**config.mk**
```make
export PLATFORM = sky130hd
export DESIGN_NAME = iac_ctrl
export DESIGN_NICKNAME = d
export VERILOG_FILES = /design/src/iac_pkg.sv /design/src/iac_arb_if.sv /design/src/iac_arbiter.sv /design/src/iac_ctrl.sv
export SDC_FILE = /design/constraint.sdc
export NUM_CORES = 1
export LEC_CHECK = 0
export BUFFER_PORTS_ARGS = -buffer_cell sky130_fd_sc_hd__buf_2
export CAP_MARGIN = 20
export CORE_UTILIZATION = 40
export CTS_CLUSTER_DIAMETER = 40
export CTS_CLUSTER_SIZE = 10
export DETAILED_ROUTE_END_ITERATION = 7
export GPL_TIMING_DRIVEN = 0
export HOLD_SLACK_MARGIN = 0.12
export PLACE_DENSITY_LB_ADDON = 0.3
export SYNTH_ARGS = -nofsm -noshare
export SYNTH_HDL_FRONTEND = slang
export SYNTH_SLANG_ARGS = --single-unit
```
**constraint.sdc**
```tcl
create_clock -name clk -period 2.81 [get_ports clk]
set_input_delay 0.1405 -clock clk [delete_from_list [all_inputs] [get_ports clk]]
set_output_delay 0.1405 -clock clk [all_outputs]
set_load 0.01 [all_outputs]
```
**src/iac_pkg.sv**
```systemverilog
// Shared constants and types for the interrupt and idle controller
package iac_pkg;
  localparam int          NUM_SRC       = 12;
  localparam int          IDX_W         = $clog2(NUM_SRC);
  localparam int          GLOBAL_EN_BIT = 7;
  localparam int          EN_SRC_CNT    = 7;
  localparam int          EIE_SRC_CNT   = NUM_SRC - EN_SRC_CNT;
  localparam int          IDLE_BIT      = 0;
  localparam int          STOP_BIT      = 1;
  localparam logic [7:0]  EN_RESET      = 8'h00;
  localparam logic [7:0]  EIE_RESET     = 8'h00;
  localparam logic [1:0]  PWR_RESET     = 2'h0;
  localparam logic [11:0] PEND_RESET    = 12'h000;
  localparam logic [11:0] PRIO_RESET    = 12'h000;
  localparam logic [11:0] AUTO_CLR_DEF  = 12'h000;
  localparam logic [15:0] RESET_VECTOR  = 16'h0000;
  localparam logic [15:0] VEC_BASE      = 16'h0003;
  localparam logic [15:0] VEC_STRIDE    = 16'h0008;

  typedef enum logic [1:0] {IAC_RUN, IAC_IDLE, IAC_STOP} iac_mode_type;
endpackage : iac_pkg

```
**src/iac_arb_if.sv**
```systemverilog
// Request vectors and arbitration result between controller and arbiter
`timescale 1ns/100ps
`default_nettype none
interface iac_arb_if #(parameter int N = 12, parameter int W = 4);
  logic [N-1:0] req_hi;
  logic [N-1:0] req_lo;
  logic         found;
  logic         found_hi;
  logic [W-1:0] idx;
  modport ctrl (output req_hi, output req_lo, input found, input found_hi, input idx);
  modport arb  (input req_hi, input req_lo, output found, output found_hi, output idx);
endinterface : iac_arb_if
`default_nettype wire

```
**src/iac_arbiter.sv**
```systemverilog
// Two-level fixed-order request picker
`timescale 1ns/100ps
`default_nettype none
module iac_arbiter #(
  parameter int N = 12,
  parameter int W = 4
) (
  iac_arb_if.arb a
);
  generate
    if (N < 2 || (1 << W) < N) begin : g_bad
      $error("iac_arbiter: index width too small for source count");
    end
  endgenerate

  logic [N-1:0] sel;

  // High level always beats low; lowest index wins inside a level
  always_comb begin
    sel        = (|a.req_hi) ? a.req_hi : a.req_lo;
    a.found    = |sel;
    a.found_hi = |a.req_hi;
    a.idx      = '0;
    for (int i = N - 1; i >= 0; i--) begin
      if (sel[i]) begin
        a.idx = i[W-1:0];
      end
    end
  end
endmodule : iac_arbiter
`default_nettype wire

```
**src/iac_ctrl.sv**
```systemverilog
// Interrupt pending, enable, vectoring and power-mode control
// Function
// - Twelve request sources, arbitrated over two priority levels.
// - A detected source condition sets its pending flag regardless of enable.
// - Enabled pending flag vectors with a long call after the current instruction.
// - Return from service resumes the instruction that would have run next.
// - Pending flag of a disabled source makes no request.
// - Each source has its own enable; all gated by the global enable bit 7.
// - Global enable at zero blocks every source.
// - Request posted while global enable clears may go only before a single-cycle instruction.
// - Only selected flags clear on vectoring; software clears the rest.
// - Flag still set after return re-enters after one more instruction.
// - Software writing a pending flag to one acts as a hardware request.
// - Idle select bit halts the core after the setting instruction completes.
// - Stop mode halts core and clock; interrupts and timers inactive.
// - Enabled request or reset ends idle; request clears idle select bit.
// - After an idle wake service, execution continues after the idle-setting instruction.
// - Reset ending idle runs the normal reset and starts at address zero.
// - Watchdog expiry during idle gives an internal reset that ends idle.
// - With oscillators stopped only a reset restarts the controller.
`timescale 1ns/100ps
`default_nettype none
module iac_ctrl #(
  parameter logic [11:0] AUTO_CLEAR_MASK = iac_pkg::AUTO_CLR_DEF
) (
  input  wire logic        clk,
  input  wire logic        rstn,
  input  wire logic [11:0] src_event,
  input  wire logic        pend_we,
  input  wire logic [11:0] pend_wdata,
  input  wire logic        en_we,
  input  wire logic [7:0]  en_wdata,
  input  wire logic        eie_we,
  input  wire logic [7:0]  eie_wdata,
  input  wire logic        prio_we,
  input  wire logic [11:0] prio_wdata,
  input  wire logic        pwr_we,
  input  wire logic [1:0]  pwr_wdata,
  input  wire logic        instr_done,
  input  wire logic        instr_single,
  input  wire logic        ret_done,
  input  wire logic        wdog_expire,
  output logic      [11:0] pend_flags,
  output logic      [7:0]  int_enable_reg,
  output logic      [7:0]  ext_int_enable_reg,
  output logic      [11:0] prio_reg,
  output logic      [1:0]  power_control_reg,
  output logic             vec_req,
  output logic      [15:0] vec_addr,
  output logic      [3:0]  vec_src,
  output logic             vec_hi,
  output logic             vec_from_idle,
  output logic             core_halt,
  output logic             clk_stop,
  output logic             restart_req,
  output logic             act_hi,
  output logic             act_lo
);
  localparam int N = iac_pkg::NUM_SRC;
  localparam int W = iac_pkg::IDX_W;

  generate
    if (iac_pkg::EN_SRC_CNT > iac_pkg::GLOBAL_EN_BIT || iac_pkg::EIE_SRC_CNT > 8) begin : g_bad
      $error("iac_ctrl: sources do not fit the enable registers");
    end
  endgenerate

  iac_arb_if #(.N(N), .W(W)) arb ();
  iac_arbiter #(.N(N), .W(W)) u_arb (.a(arb));

  iac_pkg::iac_mode_type mode;
  iac_pkg::iac_mode_type next_mode;

  // Watchdog expiry is folded into the reset: same effect as the pin
  logic          sys_reset;
  logic [N-1:0]  en_vec;
  logic          glob_en;
  logic [N-1:0]  cand;
  logic          take_now;
  logic          take_posted;
  logic          take;
  logic [W-1:0]  sel_idx;
  logic          sel_hi;
  logic          posted_valid;
  logic [W-1:0]  posted_idx;
  logic          posted_hi;
  logic          in_stop;
  logic [N-1:0]  next_pend;

  assign sys_reset = !rstn || wdog_expire;
  assign en_vec    = {ext_int_enable_reg[iac_pkg::EIE_SRC_CNT-1:0],
                      int_enable_reg[iac_pkg::EN_SRC_CNT-1:0]};
  assign glob_en   = int_enable_reg[iac_pkg::GLOBAL_EN_BIT];
  assign cand      = pend_flags & en_vec & {N{glob_en}};
  assign in_stop   = (mode == iac_pkg::IAC_STOP);

  // Levels allowed given the routines already running
  assign arb.req_hi = act_hi ? '0 : (cand & prio_reg);
  assign arb.req_lo = (act_hi || act_lo) ? '0 : (cand & ~prio_reg);

  // The return instruction's own boundary never vectors, so one more runs
  assign take_now    = arb.found && !in_stop &&
                       ((mode == iac_pkg::IAC_RUN && instr_done && !ret_done) ||
                        mode == iac_pkg::IAC_IDLE);
  // Request seen before the global enable dropped survives a single-cycle op only
  assign take_posted = !arb.found && posted_valid && pend_flags[posted_idx] &&
                       mode == iac_pkg::IAC_RUN && instr_done && instr_single &&
                       !ret_done;
  assign take        = take_now || take_posted;
  assign sel_idx     = take_now ? arb.idx : posted_idx;
  assign sel_hi      = take_now ? arb.found_hi : posted_hi;

  // Posted request lives for exactly one instruction boundary
  always_ff @(posedge clk) begin
    if (sys_reset) begin
      posted_valid <= 1'b0;
      posted_idx   <= '0;
      posted_hi    <= 1'b0;
    end else if (instr_done) begin
      posted_valid <= arb.found && !take;
      posted_idx   <= arb.idx;
      posted_hi    <= arb.found_hi;
    end
  end

  // Pending flags: software write, then auto clear, then hardware set wins
  always_comb begin
    next_pend = pend_flags;
    if (pend_we) begin
      next_pend = pend_wdata;
    end
    if (take && AUTO_CLEAR_MASK[sel_idx]) begin
      next_pend[sel_idx] = 1'b0;
    end
    if (!in_stop) begin
      next_pend = next_pend | src_event;
    end
  end

  always_ff @(posedge clk) begin
    if (sys_reset) begin
      pend_flags <= iac_pkg::PEND_RESET;
    end else begin
      pend_flags <= next_pend;
    end
  end

  always_ff @(posedge clk) begin
    if (sys_reset) begin
      int_enable_reg     <= iac_pkg::EN_RESET;
      ext_int_enable_reg <= iac_pkg::EIE_RESET;
      prio_reg           <= iac_pkg::PRIO_RESET;
    end else begin
      if (en_we) begin
        int_enable_reg <= en_wdata;
      end
      if (eie_we) begin
        ext_int_enable_reg <= eie_wdata;
      end
      if (prio_we) begin
        prio_reg <= prio_wdata;
      end
    end
  end

  // Service nesting; a return closes the most recent level
  always_ff @(posedge clk) begin
    if (sys_reset) begin
      act_hi <= 1'b0;
      act_lo <= 1'b0;
    end else if (take) begin
      if (sel_hi) begin
        act_hi <= 1'b1;
      end else begin
        act_lo <= 1'b1;
      end
    end else if (ret_done) begin
      if (act_hi) begin
        act_hi <= 1'b0;
      end else begin
        act_lo <= 1'b0;
      end
    end
  end

  // Power modes; stop is left only through reset, as the clock is gone
  always_comb begin
    next_mode = mode;
    case (mode)
      iac_pkg::IAC_RUN: begin
        if (instr_done && !take && power_control_reg[iac_pkg::STOP_BIT]) begin
          next_mode = iac_pkg::IAC_STOP;
        end else if (instr_done && !take && power_control_reg[iac_pkg::IDLE_BIT]) begin
          next_mode = iac_pkg::IAC_IDLE;
        end
      end
      iac_pkg::IAC_IDLE: begin
        if (take) begin
          next_mode = iac_pkg::IAC_RUN;
        end
      end
      iac_pkg::IAC_STOP: begin
        next_mode = iac_pkg::IAC_STOP;
      end
      default: begin
        next_mode = iac_pkg::IAC_RUN;
      end
    endcase
  end

  always_ff @(posedge clk) begin
    if (sys_reset) begin
      mode      <= iac_pkg::IAC_RUN;
      core_halt <= 1'b0;
      clk_stop  <= 1'b0;
    end else begin
      mode      <= next_mode;
      core_halt <= (next_mode != iac_pkg::IAC_RUN);
      clk_stop  <= (next_mode == iac_pkg::IAC_STOP);
    end
  end

  always_ff @(posedge clk) begin
    if (sys_reset) begin
      power_control_reg <= iac_pkg::PWR_RESET;
    end else if (mode == iac_pkg::IAC_IDLE && take) begin
      power_control_reg[iac_pkg::IDLE_BIT] <= 1'b0;
    end else if (mode == iac_pkg::IAC_STOP) begin
      power_control_reg <= power_control_reg;
    end else if (pwr_we) begin
      power_control_reg <= pwr_wdata;
    end else if (mode == iac_pkg::IAC_IDLE) begin
      power_control_reg <= power_control_reg;
    end
  end

  // Vector issue; the core stacks its next address, so idle wake resumes in line
  always_ff @(posedge clk) begin
    if (sys_reset) begin
      vec_req       <= 1'b0;
      vec_addr      <= iac_pkg::RESET_VECTOR;
      vec_src       <= 4'h0;
      vec_hi        <= 1'b0;
      vec_from_idle <= 1'b0;
      restart_req   <= 1'b1;
    end else begin
      restart_req <= 1'b0;
      vec_req     <= take;
      if (take) begin
        vec_addr      <= iac_pkg::VEC_BASE + 16'(sel_idx) * iac_pkg::VEC_STRIDE;
        vec_src       <= 4'(sel_idx);
        vec_hi        <= sel_hi;
        vec_from_idle <= (mode == iac_pkg::IAC_IDLE);
      end
    end
  end

  a_pend_sets: assert property (@(posedge clk) disable iff (!rstn)
    ((|src_event) && !in_stop && !wdog_expire) |=>
      ((pend_flags & $past(src_event)) == $past(src_event)))
    else $error("pending flag not set by source event");
  a_disabled_quiet: assert property (@(posedge clk) disable iff (!rstn)
    (cand == '0 && !posted_valid) |=> !vec_req)
    else $error("vector with no enabled pending source");
  a_glob_off: assert property (@(posedge clk) disable iff (!rstn)
    (!glob_en && !posted_valid) |=> !vec_req)
    else $error("vector while global enable is off");
  a_vec_boundary: assert property (@(posedge clk) disable iff (!rstn)
    vec_req |-> ($past(instr_done) || $past(mode) == iac_pkg::IAC_IDLE))
    else $error("vector not at instruction boundary");
  a_vec_address: assert property (@(posedge clk) disable iff (!rstn)
    vec_req |-> vec_addr == iac_pkg::VEC_BASE + 16'(vec_src) * iac_pkg::VEC_STRIDE)
    else $error("vector address does not match source");
  a_ret_defer: assert property (@(posedge clk) disable iff (!rstn || wdog_expire)
    ret_done && mode == iac_pkg::IAC_RUN |=> !vec_req)
    else $error("vector on the return boundary itself");
  a_idle_entry: assert property (@(posedge clk) disable iff (sys_reset)
    (mode == iac_pkg::IAC_RUN && instr_done && !take &&
     power_control_reg == 2'h1) |=> core_halt ##1 (core_halt || vec_req))
    else $error("idle select did not halt core");
  a_idle_wake: assert property (@(posedge clk) disable iff (sys_reset)
    (mode == iac_pkg::IAC_IDLE && arb.found) |=>
      (vec_req && vec_from_idle && !core_halt &&
       !power_control_reg[iac_pkg::IDLE_BIT]))
    else $error("enabled request did not end idle");
  a_stop_hold: assert property (@(posedge clk) disable iff (sys_reset)
    clk_stop |=> clk_stop && !vec_req)
    else $error("stop left without reset");
  a_preempt: assert property (@(posedge clk) disable iff (sys_reset)
    (vec_req && vec_hi) |-> !$past(act_hi))
    else $error("high vector while high routine active");
  a_reset_vec: assert property (@(posedge clk)
    (!rstn || wdog_expire) |=>
      restart_req && vec_addr == iac_pkg::RESET_VECTOR && !core_halt)
    else $error("reset did not restart at address zero");
endmodule : iac_ctrl
`default_nettype wire

```
# == Yosys cells after proc, flatten, opt, wreduce, memory -nomap -nowiden ==
# Memory sizes are Yosys's and may differ from the RTL's.
# Cells that the tools add are included.
# word_totals
romBits,16
mem_count,1
ff_bits,78
wordCells,114
# mem_list
memory,words,width,read_ports,rd_ports_with_merged_regs,wr,line_no,source
(name not given),16,1,1,0,0,iac_ctrl.sv:132,if (take && AUTO_CLEAR_MASK[sel_idx]) begin
# op_classes
addsub,1
reduce_logical,36
order_cmp,3
n_bitwise,10
eq_ne,6
mux,37
# ops
operator,n
$mux W12,6
$and A12 B12 Y12,5
$mux W4,13
$not A12 Y12,2
$reduce_or A12 Y1,2
$logic_and A1 B1 Y1,17
$mux W1,12
$or A12 B12 Y12,1
$lt A4 B5 Y1 const B,2
$add A2 B7 Y8 const A,1
$mux W2,3
$pmux W2 S3,1
$reduce_and A3 Y1,2
$logic_not A1 Y1,5
$bmux W1 S4,1
$demux W1 S4,1
$eq A2 B2 Y1 const B,2
$ge A4 B1 Y1 const B,1
$logic_or A1 B1 Y1,4
$ne A2 B1 Y1 const B,2
$reduce_and A2 Y1,2
$reduce_bool A2 Y1,2
$eq A2 B1 Y1 const B,1
$logic_not A2 Y1,1
other kinds (3),4

# == Logic depth before layout (Yosys ltp) ==
# logic_depth
ltp_word,28
mapped_depth,10

# == By module ==
# Synthesis repeated with hierarchy kept, for this count alone.
# hier_totals
hier_cells,376
area_unflattened_um2,3339.5
# by_module_without_submodules
module,instances,seq_area_each_um2,area_each_um2,cells_each
iac_ctrl,1,1261.2,2947.8,322
iac_arbiter,1,0.0,391.6,54

# == Least setup slack after synthesis ==
# OpenSTA, ideal clock, no wires.
# synth_path
path_kind,reg2reg
start,reg act_hi
end,reg vec_src[0]
path_slack_ps,381
arrival_ps,2295
path_stages_with_launch,10
path_buffers,1
setup_ps,134
synth_period_minus_slack_ps,2429
cell_sequence,dfxtp_1 and4b_4 a2bb2o_4 or4_4 o21a_1 o211a_2 a21o_1 buf_6 nor3_1 a211oi_1
# synth_between
elab_chain_len,16
elab_cells_between_ends,29
cone_classes,mux (16); reduce/logical (13)
# synth_rtl
element,line_no,source
from (decl),iac_ctrl.sv:56,"output logic act_hi,"
from (signal assigned),iac_ctrl.sv:169,act_hi <= 1'b0;
from (signal assigned),iac_ctrl.sv:173,act_hi <= 1'b1;
from (signal assigned),iac_ctrl.sv:179,act_hi <= 1'b0;
$mux W12 / $logic_or A1 B1 Y1 (equally long branches),"iac_ctrl.sv:98, iac_ctrl.sv:99",
$reduce_or A12 Y1 / $mux W12 (equally long branches),"iac_arbiter.sv:20, iac_ctrl.sv:99",
$mux W12 (*),iac_arbiter.sv:20,sel = (|a.req_hi) ? a.req_hi : a.req_lo;
$mux W4 (12 in series),iac_arbiter.sv:25,if (sel[i]) begin
$mux W4,iac_ctrl.sv:110,assign sel_idx = take_now ? arb.idx : posted_idx;
to (signal assigned),iac_ctrl.sv:251,vec_src <= 4'(sel_idx);
to (decl),iac_ctrl.sv:50,"output logic [3:0] vec_src,"
# Mark *: on every way between the ends. The rest lies on a longest branch, timed or not.
# A chain may end at the register's enable or synchronous reset.

# == Worst setup path after layout ==
# Ends and elaborated chain as after synthesis.

==> summary.md <==
Power and ir drop
- 474 nW/um^2 — power density relative to cell area
- 2.35 nW — static leakage power
- 0.000242 V — IR drop worst, VDD
- 2.32 mW — power consumption

Worst setup path
- 0.14 ns — register-to-register setup slack
- 2.87 ns — arrival time of data at the critical path endpoint
- flop — category of the worst setup path capture point
- reg -> reg — critical path class
- vec_src[0] — worst reg2reg endpoint
- 3.01 ns — WP data required
- 9 — worst reg-to-reg path cell count
- 10 — largest fanout on the critical path
- act_hi — reg2reg start
- act_hi — origin of the worst setup path
- flop — Critical Path Source Type

Clock tree
- 0.34 ns — clock latency at the later pin of the worst-skew pair
- 0.07 ns — clock transition time at the flip-flop clock pins of the worst setup and hold paths
- 9 — TritonCTS buffer count
- sky130_fd_sc_hd__clkbuf_8 — clock tree root buffer cell
- built — clock tree from TritonCTS
- 2 — maximum clock insertion buffer count
- 3 — total number of H-tree levels
- 63 — TritonCTS Sinks

Layout
- 0.320 — fraction of final layout cells sized beyond drive strength 1
- 53.2% — Area Growth Syn to Fin
- 4900 um^2 — Final Instance Area
- 0 — Ant. Diodes
- 628 — final net count
- 0.634 — Final Core Density
- 657 — number of fill cells in the layout

Die
- 7730 um^2 — core region area
- 91.4 um — height of the die
- 135 — Boundary Pins
- 91.4 um — Die Wd
- 8350 um^2 — Die Footprint
- 0.414 — Initial Utilization
- 32 — Cell Rows

Drt
- 5.13 — Avg Vias per Cell
- 3440 — routed via count
- 155 — iteration-0 DRC count of the detailed router
- 0 — number of nets with antenna violations after detailed routing
- 9.72 mm — drt total wl
- 4 — first-pass detailed-route iteration total
- 14.5 um — Wirelength per Cell
- 0 — DRC violations left

Synthesis
- sky130_fd_sc_hd__dfxtp_1, sky130_fd_sc_hd__mux2i_1, sky130_fd_sc_hd__nor2_1, sky130_fd_sc_hd__a21oi_1, sky130_fd_sc_hd__nand2_1 — leading post-synthesis cells by cell area
- 0 — share of async-settable or async-resettable flops after synthesis
- sky130_fd_sc_hd__dfxtp_1 — area leader, netlist
- 0.395 — share of the synthesized area in the top cell type
- 63 — FF+latch count, synth
- 58 — number of distinct library cell variants in the gate-level netlist after synthesis
- 3200 um^2 — combined area of all synthesized cells
- 362 — cell count after synthesis
- 0 — number of warnings printed during yosys synthesis
- 0.395 — post-synthesis sequential area ratio
- 0 — number of flops mapped to enable cells by yosys
- sky130_fd_sc_hd__dfxtp_1 — most frequent cell after synthesis
- sky130_fd_sc_hd__dfxtp_1 — most used flip-flop cell after synthesis
- sky130_fd_sc_hd__dfxtp_1, sky130_fd_sc_hd__mux2i_1, sky130_fd_sc_hd__nor2_1, sky130_fd_sc_hd__nand2_1, sky130_fd_sc_hd__a21oi_1 — cell types with the highest counts after synthesis
- 8.83 um^2 — Mean Syn Cell Area

Job
- 0 — MaxCap Viol Count

Timing
- 0.127 ns — worst slack on hold paths
- 0 — # setup viols final
- 0 — final number of hold-violating endpoints
- 0.143 ns — final critical-path setup slack
- 2.67 ns — final critical-path required period
- 375 MHz — highest clock rate
- 0.00861 ns — clock skew after layout
- true — setup repair after global routing missed its margin
- 0.496 — normalized max-slew margin
- 0.756 ns — Tightest Pin Transition
- 0.949 — final cycle utilization of the critical path
- 0 — fin. max-slew vios

Global routing
- 3279 — number of global-route vias before repair
- 15.7 mm — wire length of the first global-routing pass
- 0 — total grt overflow
- 0.241 — Total Routing Usage GR
- 12 — pin count of the biggest net entering global routing
- 0 — antenna violations before repair

Min path
- 4 — cell count of the worst hold path
- wdog_expire — Hold Startpoint
- vec_from_idle — worst min-delay path endpoint
- in -> reg — HP Class

Status
- complete, no violations — outcome

Placement
- 6.94 mm — post-detailed-placement half-perimeter wirelength
- -0.170 ns — post-placement worst setup slack
- 122 — number of port buffers
- 0.859 — routability cong.
- 3970 um^2 — cell area reported after detailed placement

==> layout make-up <==
| class | instances | area (um^2) | area share |
|---|---|---|---|
| Clock inverter | 5 | 128 | 0.0261 |
| Sequential cell | 63 | 1260 | 0.258 |
| Timing Repair Buffer | 181 | 1200 | 0.245 |
| Inverter | 7 | 26.3 | 0.00537 |
| Multi-Input combinational cell | 271 | 1830 | 0.373 |
| Tap cell | 102 | 128 | 0.0261 |
| Buffer | 30 | 178 | 0.0363 |
| Clock buffer | 11 | 151 | 0.0309 |
==> power breakdown <==
group          total [mW]  switching, mW  internal (mW)
clock network        1.09          0.364          0.728
registers           0.953         0.0339          0.919
logic               0.279          0.121          0.158
==> worst max-delay path, stage by stage, from the launching register on <==
cell and delay, ns:
sky130_fd_sc_hd__dfxtp_1 0.48, sky130_fd_sc_hd__and4b_4 0.27, sky130_fd_sc_hd__a2bb2o_4 0.23, sky130_fd_sc_hd__or4_4 0.51
sky130_fd_sc_hd__o21a_1 0.22, sky130_fd_sc_hd__o211a_2 0.19, sky130_fd_sc_hd__a21o_1 0.23, sky130_fd_sc_hd__buf_6 0.15
sky130_fd_sc_hd__nor3_1 0.18, sky130_fd_sc_hd__a211oi_1 0.08
==> layout by cell type (no fill, tap or decap), types with 2 or more instances in the layout <==
cell	instances
sky130_fd_sc_hd__buf_2	122
sky130_fd_sc_hd__dfxtp_1	62
sky130_fd_sc_hd__dlygate4sd3_1	58
sky130_fd_sc_hd__mux2i_1	47
sky130_fd_sc_hd__nor2_1	40
sky130_fd_sc_hd__nand2_1	36
sky130_fd_sc_hd__a21oi_1	28
sky130_fd_sc_hd__buf_4	16
sky130_fd_sc_hd__o21ai_0	11
sky130_fd_sc_hd__clkbuf_8	11
sky130_fd_sc_hd__nand3_1	10
sky130_fd_sc_hd__conb_1	10
sky130_fd_sc_hd__nor3_1	8
sky130_fd_sc_hd__buf_1	7
sky130_fd_sc_hd__a211oi_1	7
sky130_fd_sc_hd__clkbuf_1	6
sky130_fd_sc_hd__inv_1	6
sky130_fd_sc_hd__a31oi_1	5
sky130_fd_sc_hd__nor2b_1	4
sky130_fd_sc_hd__nand4b_1	4
sky130_fd_sc_hd__nand2b_1	4
sky130_fd_sc_hd__and3_1	4
sky130_fd_sc_hd__o21a_1	4
sky130_fd_sc_hd__bufinv_16	4
sky130_fd_sc_hd__o22ai_1	3
sky130_fd_sc_hd__mux4_2	3
sky130_fd_sc_hd__nand4_1	2
sky130_fd_sc_hd__a31o_2	2
sky130_fd_sc_hd__nor3_2	2
sky130_fd_sc_hd__a21o_1	2
sky130_fd_sc_hd__o211ai_1	2
==> how the worst max path moves through the flow <==
stage                             to  slack (ns)  depth (start not counted)
after global routing      vec_src[0]       -0.01                          9
after detailed placement     mode[1]       -0.17                          8
after CTS                 vec_src[0]        0.02                          9
after floorplan           vec_src[0]        0.38                          9
final                     vec_src[0]        0.14                          9
after global placement      clk_stop       -0.17                          8
==> per-layer routing <==
metal  up-vias  global-route usage  wire (um)
met5         -                   0          0
met3        14              0.0410        626
met4         0              0.0939        129
met2       121               0.412       4800
met1      1604               0.300       4160
li1       1701                   -          -
==> kinds of logic (layout without fill, tap and decap cells) <==
family                 Yosys count  count (layout)  share of synthesized area
buffers and inverters           37             234                     0.0634
multiplexers                    50              50                      0.168
AO/OA/AOI/OAI                   84              84                      0.177
AND/OR/NAND/NOR                127             127                      0.196
other                            1              10                    0.00117
flip-flops                      63              63                      0.395
==> timing repair <==
item,4_1_cts,5_1_grt
pin swaps,0,1
hold buffers,58,0
gates resized for setup,2,9
endpoints found under the setup margin,12,16
gates cloned,0,0
hold endpoints to repair,42,0
setup buffers,0,1
==> metrics by stage <==
step / cells / TNS [ns]
6_report: 670 / 0
4_1_cts: 669 / 0
5_1_grt: 670 / -0.0133
2_1_floorplan: 371 / 0
3_3_place_gp: 595 / -0.941
3_5_place_dp: 595 / -1.06
Note: power is estimated with default switching activity, not from simulation.
